$ cat src/rtl/gia_pkg.sv
`default_nettype none

package gia_pkg;

  // Port geometry
  localparam int unsigned PORT_W = 32;
  localparam int unsigned LANE_W = 8;
  localparam int unsigned LANE_N = PORT_W / LANE_W;

  // Pin function selection, one field per pin
  typedef enum logic [1:0] {
    GIA_MODE_GPIO,
    GIA_MODE_IRQ,
    GIA_MODE_DEDIC
  } gia_mode_e;

  // Pin positions with a fixed board role
  localparam int unsigned PIN_SERIAL_IRQ  = 0;
  localparam int unsigned PIN_WD_NMI_IN   = 6;
  localparam int unsigned PIN_WD_NMI_OUT  = 24;
  localparam int unsigned PIN_WD_EXPIRED  = 25;
  localparam int unsigned PIN_ROM_INIT    = 26;
  localparam int unsigned PIN_ARB_GRANT   = 29;

  // Interrupt polarity: a one marks an active-high input, all others are active low
  localparam logic [31:0] IRQ_ACT_HIGH_MASK = 32'h0000_0001;

  // Values after reset
  localparam logic [63:0] MODE_RST     = 64'h0000_0000_0000_0000;
  localparam logic [31:0] GPIO_OE_RST  = 32'h0000_0000;
  localparam logic [31:0] GPIO_OUT_RST = 32'h0000_0000;
  localparam logic [31:0] IRQ_EN_RST   = 32'h0000_0000;

  // Byte lane that owns a pin
  function automatic logic [1:0] lane_of(input int unsigned pin);
    lane_of = 2'(pin / LANE_W);
  endfunction

endpackage

`default_nettype wire

$ cat src/rtl/gia_lane_merge.sv
`default_nettype none

module gia_lane_merge
  import gia_pkg::*;
(
  input  wire logic [7:0] pin_lvl,  // Raw pin levels of one lane
  input  wire logic [7:0] irq_sel,  // Pin is an interrupt input
  input  wire logic [7:0] irq_en,   // Per-pin interrupt enable
  input  wire logic [7:0] act_high, // Per-pin polarity, one is active high
  output logic            req       // Lane request, pure level
);

  // Level sensing only: a request follows its pin with no latch, so it drops
  // when the cause clears at the source or its enable or interrupt mode is cleared
  always_comb begin
    req = |(irq_sel & irq_en & ~(pin_lvl ^ act_high));
  end

endmodule

`default_nettype wire

$ cat src/rtl/gia_port.sv
`default_nettype none

module gia_port
  import gia_pkg::*;
(
  input  wire logic              clk,                  // Core clock, 250 MHz
  input  wire logic              nrst,                 // Async reset, active low
  input  wire logic              cfg_load,             // Pulse: take the new configuration
  input  wire logic [63:0]       cfg_mode,             // Two-bit function per pin
  input  wire logic [31:0]       cfg_gpio_oe,          // GPIO direction, one drives
  input  wire logic [31:0]       cfg_gpio_out,         // GPIO output values
  input  wire logic [31:0]       cfg_irq_en,           // Per-pin interrupt enable
  input  wire logic              internal_irq,         // Combined internal unit requests
  input  wire logic              watchdog_nmi_in,      // Watchdog NMI, active high
  input  wire logic              watchdog_expired_in,  // Watchdog expiry, active high
  input  wire logic              rom_init_active,      // Serial-ROM load running
  input  wire logic              external_arbiter_grant, // Enable external arbiter grant
  input  wire logic [31:0]       multipurpose_port_pin_i,  // Pin levels
  output logic [31:0]            multipurpose_port_pin_o,  // Pin drive values
  output logic [31:0]            multipurpose_port_pin_oe, // Pin drive enables
  output logic [31:0]            pin_level,            // Registered pin levels for software
  output logic [3:0]             lane_irq,             // Merged lane sources
  output logic                   processor_irq_out_n   // Processor interrupt, active low
);

  // Configuration state
  logic [63:0] mode_q, mode_d;
  logic [31:0] gpio_oe_q, gpio_oe_d;
  logic [31:0] gpio_out_q, gpio_out_d;
  logic [31:0] irq_en_q, irq_en_d;

  // Pin and interrupt state
  logic [31:0] pin_o_q, pin_o_d;
  logic [31:0] pin_oe_q, pin_oe_d;
  logic [31:0] pin_lvl_q, pin_lvl_d;
  logic [3:0]  lane_q, lane_d;
  logic        irq_n_q, irq_n_d;

  // Per-pin interrupt role and per-lane raw requests
  logic [31:0] is_irq;
  logic [3:0]  lane_req;

  // Board roles of the 32 pins, for whoever loads the configuration; the block
  // itself only fixes the owners of 24, 25, 26 and 29 and the polarity of pin 0
  // Lane 0
  //   0  serial port requests, active high
  //   1  spare input, pulled high
  //   2  front panel abort switch
  //   3  clock alarm or temperature alarm
  //   4  spare, strapped to 27
  //   5  spare, strapped to 28
  //   6  watchdog NMI looped back from 24
  //   7  network transceiver
  // Lane 1
  //   8  first slot line A
  //   9  first slot line B
  //   10 first slot line C
  //   11 first slot line D
  //   12 bridge request 0
  //   13 bridge request 1
  //   14 bridge request 2
  //   15 bridge request 3
  // Lane 2
  //   16 second slot line A
  //   17 second slot line B
  //   18 second slot line C
  //   19 second slot line D
  //   20 gigabit controller
  //   21 spare input, pulled high
  //   22 spare input, pulled high
  //   23 spare input, pulled high
  // Lane 3
  //   24 watchdog NMI out, active low
  //   25 watchdog expired out, active low
  //   26 serial-ROM load running
  //   27 spare, strapped to 4
  //   28 spare output held high, strapped to 5
  //   29 external arbiter grant enable
  //   30 spare input, pulled high
  //   31 spare input, pulled high

  // Two-bit function field of one pin; shared by the interrupt decode and
  // the pin drive so both always agree on the field position
  function automatic gia_mode_e mode_of(input logic [63:0] modes, input int pin);
    mode_of = gia_mode_e'(modes[2*pin +: 2]);
  endfunction

  // Decoded per-pin roles
  always_comb begin
    for (int i = 0; i < int'(PORT_W); i++) begin
      is_irq[i] = mode_of(mode_q, i) == GIA_MODE_IRQ;
    end
  end

  // One merge per byte lane; pin n lands in lane n/8
  for (genvar g = 0; g < int'(LANE_N); g++) begin : g_lane
    gia_lane_merge u_merge (
      .pin_lvl  (multipurpose_port_pin_i[g*LANE_W +: LANE_W]),
      .irq_sel  (is_irq[g*LANE_W +: LANE_W]),
      .irq_en   (irq_en_q[g*LANE_W +: LANE_W]),
      .act_high (IRQ_ACT_HIGH_MASK[g*LANE_W +: LANE_W]),
      .req      (lane_req[g])
    );
  end

  // Configuration changes only on a software load; reset gives all GPIO inputs
  always_comb begin
    mode_d     = mode_q;
    gpio_oe_d  = gpio_oe_q;
    gpio_out_d = gpio_out_q;
    irq_en_d   = irq_en_q;
    if (cfg_load) begin
      mode_d     = cfg_mode;
      gpio_oe_d  = cfg_gpio_oe;
      gpio_out_d = cfg_gpio_out;
      irq_en_d   = cfg_irq_en;
    end
  end

  // Configuration registers; reset leaves every pin an undriven GPIO input
  always_ff @(posedge clk or negedge nrst) begin
    if (!nrst) begin
      mode_q     <= MODE_RST;
      gpio_oe_q  <= GPIO_OE_RST;
      gpio_out_q <= GPIO_OUT_RST;
      irq_en_q   <= IRQ_EN_RST;
    end else begin
      mode_q     <= mode_d;
      gpio_oe_q  <= gpio_oe_d;
      gpio_out_q <= gpio_out_d;
      irq_en_q   <= irq_en_d;
    end
  end

  // Pin drive: GPIO follows its direction bit, interrupt pins never drive,
  // dedicated pins drive only where an internal unit owns an output
  always_comb begin
    pin_o_d  = 32'h0000_0000;
    pin_oe_d = 32'h0000_0000;
    for (int i = 0; i < int'(PORT_W); i++) begin
      case (mode_of(mode_q, i))
        GIA_MODE_GPIO: begin
          pin_o_d[i]  = gpio_out_q[i];
          pin_oe_d[i] = gpio_oe_q[i];
        end
        GIA_MODE_IRQ: begin
          pin_oe_d[i] = 1'b0;
        end
        GIA_MODE_DEDIC: begin
          // Dedicated pins without an owner stay inputs rather than float a guess
          if (i == int'(PIN_WD_NMI_OUT)) begin
            pin_o_d[i]  = ~watchdog_nmi_in;
            pin_oe_d[i] = 1'b1;
          end else if (i == int'(PIN_WD_EXPIRED)) begin
            pin_o_d[i]  = ~watchdog_expired_in;
            pin_oe_d[i] = 1'b1;
          end else if (i == int'(PIN_ROM_INIT)) begin
            pin_o_d[i]  = rom_init_active;
            pin_oe_d[i] = 1'b1;
          end else if (i == int'(PIN_ARB_GRANT)) begin
            pin_o_d[i]  = external_arbiter_grant;
            pin_oe_d[i] = 1'b1;
          end
        end
        default: begin
          pin_oe_d[i] = 1'b0;
        end
      endcase
    end
  end

  // Lane sources and the single processor request; one register stage keeps
  // outputs glitch free at the cost of one cycle of latency
  always_comb begin
    pin_lvl_d = multipurpose_port_pin_i;
    lane_d    = lane_req;
    irq_n_d   = ~((|lane_req) | internal_irq);
  end

  // Output registers; reset releases every pin and drops all requests
  always_ff @(posedge clk or negedge nrst) begin
    if (!nrst) begin
      pin_o_q   <= 32'h0000_0000;
      pin_oe_q  <= 32'h0000_0000;
      pin_lvl_q <= 32'h0000_0000;
      lane_q    <= 4'h0;
      irq_n_q   <= 1'b1;
    end else begin
      pin_o_q   <= pin_o_d;
      pin_oe_q  <= pin_oe_d;
      pin_lvl_q <= pin_lvl_d;
      lane_q    <= lane_d;
      irq_n_q   <= irq_n_d;
    end
  end

  // Every output is a register, passed straight out
  assign multipurpose_port_pin_o  = pin_o_q;
  assign multipurpose_port_pin_oe = pin_oe_q;
  assign pin_level                = pin_lvl_q;
  assign lane_irq                 = lane_q;
  assign processor_irq_out_n      = irq_n_q;

endmodule

`default_nettype wire

$ cat config.mk
export PLATFORM = sky130hd
export DESIGN_NAME = gia_port
export DESIGN_NICKNAME = d
export VERILOG_FILES = /design/src/rtl/gia_pkg.sv /design/src/rtl/gia_lane_merge.sv /design/src/rtl/gia_port.sv
export SDC_FILE = /design/constraint.sdc
export NUM_CORES = 1
export LEC_CHECK = 0
export BUFFER_PORTS_ARGS = -buffer_cell sky130_fd_sc_hd__buf_2
export CORE_MARGIN = 8
export CORE_UTILIZATION = 45
export CTS_BUF_LIST = sky130_fd_sc_hd__clkbuf_16
export DETAILED_ROUTE_END_ITERATION = 16
export HOLD_SLACK_MARGIN = 0.08
export MAX_ROUTING_LAYER = met4
export PLACE_DENSITY = 0.75
export SETUP_SLACK_MARGIN = 0.2
export SLEW_MARGIN = 10
export SYNTH_ARGS = -nofsm -noshare
export SYNTH_HDL_FRONTEND = slang
export SYNTH_SLANG_ARGS = --single-unit
export TNS_END_PERCENT = 5
$ cat constraint.sdc
create_clock -name clk -period 1.2 [get_ports clk]
set_input_delay 0.24 -clock clk [delete_from_list [all_inputs] [get_ports clk]]
set_output_delay 0.24 -clock clk [all_outputs]
set_load 0.02 [all_outputs]
# --- Yosys cells after proc, flatten, opt, wreduce, memory -nomap -nowiden ---
# Cells that the tools add are included.
totals:
  word_cells: 163
  ff_bits: 261
  output_inout_bits: 101
op_classes:
  bitwise: 17
  mux: 64
  n_reduce_logical: 37
  eq_ne: 36
ops:
  columns: ["operator", "count"]
  rows:
  - ["$and A8 B8 Y8", 8]
  - ["$eq A2 B1 Y1 const B", 32]
  - ["$logic_not A2 Y1", 32]
  - ["$mux W1", 56]
  - ["$not A8 Y8", 4]
  - ["$reduce_or A32 Y1", 1]
  - ["$reduce_or A8 Y1", 4]
  - ["$pmux W1 S2", 8]
  - ["$eq A2 B2 Y1 const B", 4]
  - ["$not A1 Y1", 4]
  - ["$or A1 B1 Y1", 1]

# --- Longest topological paths before layout ---
depth:
  word_depth: 6
  depth_mapped: 4
  ltp_nobuf: 4

# --- Hierarchy ---
# Synthesis repeated with hierarchy kept, for this count alone.
unflattened:
  hier_cells: 633
  hier_area_um2: 10137.2
by_module_without_submodules:
  columns: ["mod", "instances", "area_each_um2", "cells_per_inst"]
  rows:
  - ["gia_port", 1, 9606.7, 549]
  - ["gia_lane_merge", 4, 132.6, 21]

# --- Worst setup path before layout ---
# No wires, ideal clock.
synth_timing:
  path_kind: "flip-flop to flip-flop"
  from: "register mode_q[40]"
  to: "register irq_n_q, in the netlist processor_irq_out_n"
  arrival_time_ps: 1173
  slack_ps: -63
  stages_incl_launch_ff: 5
  period_less_slack_ps: 1263
  setup_time_ps: 90
  cell_sequence: "dfrtp_1 > and4bb_1 > nor4_2 > nand2_1 > nor4_2"
synth_between:
  elab_chain_cells: 6
synth_rtl:
  columns: ["element", "line_no", "text"]
  rows:
  - ["start, declared", "gia_port.sv:27", "logic [63:0] mode_q, mode_d;"]
  - ["start signal, assigned", "gia_port.sv:128", "mode_q <= mode_d;"]
  - ["$eq A2 B1 Y1", "gia_port.sv:91", "is_irq[i] = mode_of(mode_q, i) == GIA_MODE_IRQ;"]
  - ["$and A8 B8 Y8 (2 in a row)", "gia_lane_merge.sv:16", "req = |(irq_sel & irq_en & ~(pin_lvl ^ act_high));"]
  - ["$reduce_or A32 Y1", "gia_port.sv:177", "irq_n_d = ~((|lane_req) | internal_irq);"]
  - ["$or A1 B1 Y1", "gia_port.sv:177", null]
  - ["$not A1 Y1", "gia_port.sv:177", null]
  - ["via irq_n_d", "gia_port.sv:37", "logic irq_n_q, irq_n_d;"]
  - ["end signal, assigned", "gia_port.sv:193", "irq_n_q <= irq_n_d;"]
  - ["end, declared", "gia_port.sv:37", null]
# The timed path passes the listed nets, and every way through them passes these cells.
# A chain may end at the register's enable or synchronous reset.

# --- Final worst setup path ---
layout_timing:
  from: "register irq_en_q[26]"
  to: "register lane_q[3], in the netlist lane_irq[3]"
layout_between:
  elab_chain_cells: 3
layout_rtl:
  columns: ["element", "line_no", "text"]
  rows:
  - ["start, declared", "gia_port.sv:30", "logic [31:0] irq_en_q, irq_en_d;"]
  - ["start signal, assigned", "gia_port.sv:131", "irq_en_q <= irq_en_d;"]
  - ["$and A8 B8 Y8 (2 in a row)", "gia_lane_merge.sv:16", null]
  - ["$reduce_or A8 Y1", "gia_lane_merge.sv:16", null]
  - ["via g_lane[3].u_merge.req", "gia_lane_merge.sv:10", "output logic req"]
  - ["end signal, assigned", "gia_port.sv:192", "lane_q <= lane_d;"]
  - ["end, declared", "gia_port.sv:36", "logic [3:0] lane_q, lane_d;"]
# The timed path passes the listed nets, and every way through them passes these cells.

==> results.ini <==
[grt]
first_global_vias=8728
grt_pass1_wl_um=48000
grt_antenna_before_repair=5
globalRouteTotalUtil=0.243
grt_max_degree=42
global_route.overflow_total=0

[floorplanning]
die_outline_area_mm2=0.0257
dieHeight_um=160
die-width_um=160
start_util=0.461
floorplan.core_area_mm2=0.0203
ioPinCount=301
rows=52

[pwr]
leakagePower_uw=0.00730
p_per_area_mw_per_mm2=1540
ir_worst_vdd_uv=1190

[cts]
cts.clk_slew.worst_paths_ps=70
clock_tree.buffer_depth=3
cts_root_buffer=sky130_fd_sc_hd__clkbuf_16
tritoncts=built
insertion_delay_ps=520
cts_inserted_buffers=26
cts_htree_levels=1
tritoncts_num_sinks=261

[timing]
fin_worst_skew_ps=15.5
timing.fmax_ghz=0.690
worst_slew_margin_relative_to_its_limit=0.664
worst_hold_slack_ps=224
clock_period_minus_final_worst_setup_slack_ps=1450
report.final.setup_viol=104
timing.final.hold_violations=0
report.final.slew_viol_count=0
layout_worst_path_cycle_share=1.21
worst-slew-pin-transition_ps=497
grt_setup_unrepaired=true
setup_ws_ps=-248

[yosys]
synth.top_cell.area_share=0.695
netlist.top_cell.by_area=sky130_fd_sc_hd__dfrtp_1
synth.ff_latch_count=261
netlist_instances=558
synth.cell_area_mm2=0.00936
yosys_warnings=0
seq_total_area_yosys=0.698
netlist_top_cells_area=sky130_fd_sc_hd__dfrtp_1 (69%), sky130_fd_sc_hd__mux2_2 (19%), sky130_fd_sc_hd__nor3b_1 (4.5%)
syn_nets=758
synth.distinct_cells=18
synth_area_per_cell_um2=16.8

[place]
place_hpwl_um=18200
gp_congestion=0.800
place.port_buffers=300
numPlacedInstances=1205

[drt]
detail-route-antenna-nets=0
num_vias=7256
drt-pass1-iter-count=6
drt_iter0_markers=270
routed_wire_length_per_instance_um=21.7
detail_route.drc_violations=0
vias_per_cell=4.97
wirelength_um=31800

[worst_setup_path]
count_of_cells_along_the_worst_register_to_register_path=5
worstPathArrival_ps=1870
critPathSlowestCell=sky130_fd_sc_hd__dfrtp_1
critical_path.reg2reg.startpoint=irq_en_q[26]$_DFFE_PN0P_
timing.rr.end=lane_irq[3]$_DFF_PN0_
critical_path.max_fanout=2
cp_cell_sequence=and4bb_1 -> nor4_2 -> nand2_2 -> buf_4 -> buf_6
worst-r2r-setup-slack_ps=-250
worstPathRequired_ps=1620
kind_of_end_point_of_the_critical_path=flop
critical_path.startpoint_type=flop
critPathMaxStageDelay_ps=380
timing_worst_setup_path_type=flop to flop

[flow_run]
max_cap_viol_count=0

[status]
outcome=finished, violations left
violations=setup timing

[layout]
nNetsFinal=1365
area_growth_syn_to_layout_pct=65.3
final_layout_size_suffix_gt1_frac=0.525
multiInputGateArea_mm2=0.00285
layout_filler_cell_count=1128
number_of_non_filler_instances_in_the_completed_layout=1461
register_area_mm2=0.00653

[worst_hold_path]
hp-class=primary input to async pin

-- cell families after synthesis --
group,share of synthesized area
AOI/OAI and AO/OA,0.000802
buffers and inverters,0.00989
and+or+nand+nor,0.0960
DFF,0.698
muxes,0.196
-- critical path, delay by kind of cell (launching register included) --
kind / cells / cell delay (ps)
flops: 1 / 380
simple gates: 3 / 690
buf+inv: 2 / 270
-- routing by layer --
layer	GRT usage	wire length (um)	up-vias
met5	-	0	-
met4	0.122	1460	0
met3	0.0540	1670	86
met2	0.440	17500	285
met1	0.243	11100	3658
li1	-	-	3227
-- cells in the mapped netlist (all sizes together) --
cell and count:
mux2 160, clkbuf 1, inv 1, nor4bb 25
nor4 9, buf 17, dfstp 1, nor3b 56
and4b 1, dfrtp 260, nand3b 1, mux2i 3
a211oi 1, and4bb 6, nand2 4, nor2 12
-- placed cells by master, fill, tap and decap left out --
cell                            netlist  routed
sky130_fd_sc_hd__dfrtp_1            260     260
sky130_fd_sc_hd__buf_2               17     244
sky130_fd_sc_hd__dlygate4sd3_1        0     198
sky130_fd_sc_hd__mux2_2             160     152
sky130_fd_sc_hd__buf_4                0      91
sky130_fd_sc_hd__buf_6                0      56
sky130_fd_sc_hd__nor3b_1             56      54
sky130_fd_sc_hd__clkbuf_16            0      27
sky130_fd_sc_hd__nor4bb_1            25      19
sky130_fd_sc_hd__nor2_1              12      12
sky130_fd_sc_hd__bufinv_16            0      11
sky130_fd_sc_hd__mux2_4               0       8
sky130_fd_sc_hd__buf_12               0       7
sky130_fd_sc_hd__diode_2              0       6
sky130_fd_sc_hd__nor4bb_2             0       6
sky130_fd_sc_hd__and4bb_1             5       5
sky130_fd_sc_hd__nor4_2               3       5
sky130_fd_sc_hd__mux2i_1              3       3
sky130_fd_sc_hd__nor4_1               6       3
sky130_fd_sc_hd__clkinvlp_4           0       3
sky130_fd_sc_hd__inv_1                1       2
sky130_fd_sc_hd__nand2_2              0       2
sky130_fd_sc_hd__nand2_1              4       2
sky130_fd_sc_hd__nor3b_2              0       2
sky130_fd_sc_hd__clkinv_2             0       2
sky130_fd_sc_hd__clkinv_1             0       2
sky130_fd_sc_hd__a211oi_1             1       1
sky130_fd_sc_hd__and4bb_2             1       1
sky130_fd_sc_hd__and4b_1              1       1
sky130_fd_sc_hd__nand3b_1             1       1
sky130_fd_sc_hd__nor4_4               0       1
sky130_fd_sc_hd__inv_6                0       1
sky130_fd_sc_hd__clkinv_4             0       1
sky130_fd_sc_hd__buf_8                0       1
sky130_fd_sc_hd__dfstp_2              1       1
-- metrics by stage --
step | worst slack [ps] | power, uW | TNS, ps | cell area (um2) | util
finish | -248 | 23800 | -8680 | 15500 | 0.762
global route | -333 | 24600 | -12700 | 15500 | 0.762
CTS | -232 | 23500 | -10360 | 15200 | 0.748
detailed placement | -277 | 13000 | -677 | 12000 | 0.589
global placement | -258 | 12900 | -603 | 12000 | 0.589
floorplan | -62.9 | 11400 | -62.9 | 9420 | -
-- report_power, final --
group | leakage (uW) | internal [uW] | switching [uW] | total, uW
Combinational | 0.00363 | 2140 | 1650 | 3790
Clock | 0.000514 | 6470 | 3490 | 9950
Sequential | 0.00316 | 9610 | 429 | 10000
Total | 0.00730 | 18200 | 5560 | 23800
-- timing repair --
| item | 4_1_cts | 5_1_grt |
|---|---|---|
| hold endpoints to repair | 457 | 0 |
| hold buffers | 198 | 0 |
| setup buffers | 1 | 3 |
| pin swaps | 4 | 5 |
| endpoints found under the setup margin | 106 | 108 |
| gates resized for setup | 45 | 79 |
-- worst max path at each step --
stage,end,cells after the start,slack [ps],from
after floorplan,processor_irq_out_n$_DFF_PN1_,4,-60,mode_q[40]$_DFFE_PN0P_
after global placement,processor_irq_out_n$_DFF_PN1_,4,-260,mode_q[42]$_DFFE_PN0P_
after detailed placement,processor_irq_out_n$_DFF_PN1_,4,-280,mode_q[42]$_DFFE_PN0P_
after CTS,processor_irq_out_n,1,-230,processor_irq_out_n$_DFF_PN1_
after global routing,processor_irq_out_n$_DFF_PN1_,4,-330,irq_en_q[26]$_DFFE_PN0P_
final,lane_irq[3]$_DFF_PN0_,5,-250,irq_en_q[26]$_DFFE_PN0P_
-- state kept, by name, indices dropped and copies added (netlist names) --
register and cells:
irq_en_q 32, gpio_out_q 32, multipurpose_port_pin_o 32, processor_irq_out_n 1, multipurpose_port_pin_oe 32, gpio_oe_q 32
lane_irq 4, pin_level 32, mode_q 64
-- final cells by class --
cell class,instances,area share
diodes,6,0.000970
clock buffers,27,0.0437
clock inverters,21,0.0253
inverters,1,0.000243
multi-input cells,278,0.184
flip-flops and latches,261,0.422
well taps,270,0.0218
repair buffers,597,0.302
Note: power is estimated with default switching activity, not from simulation.
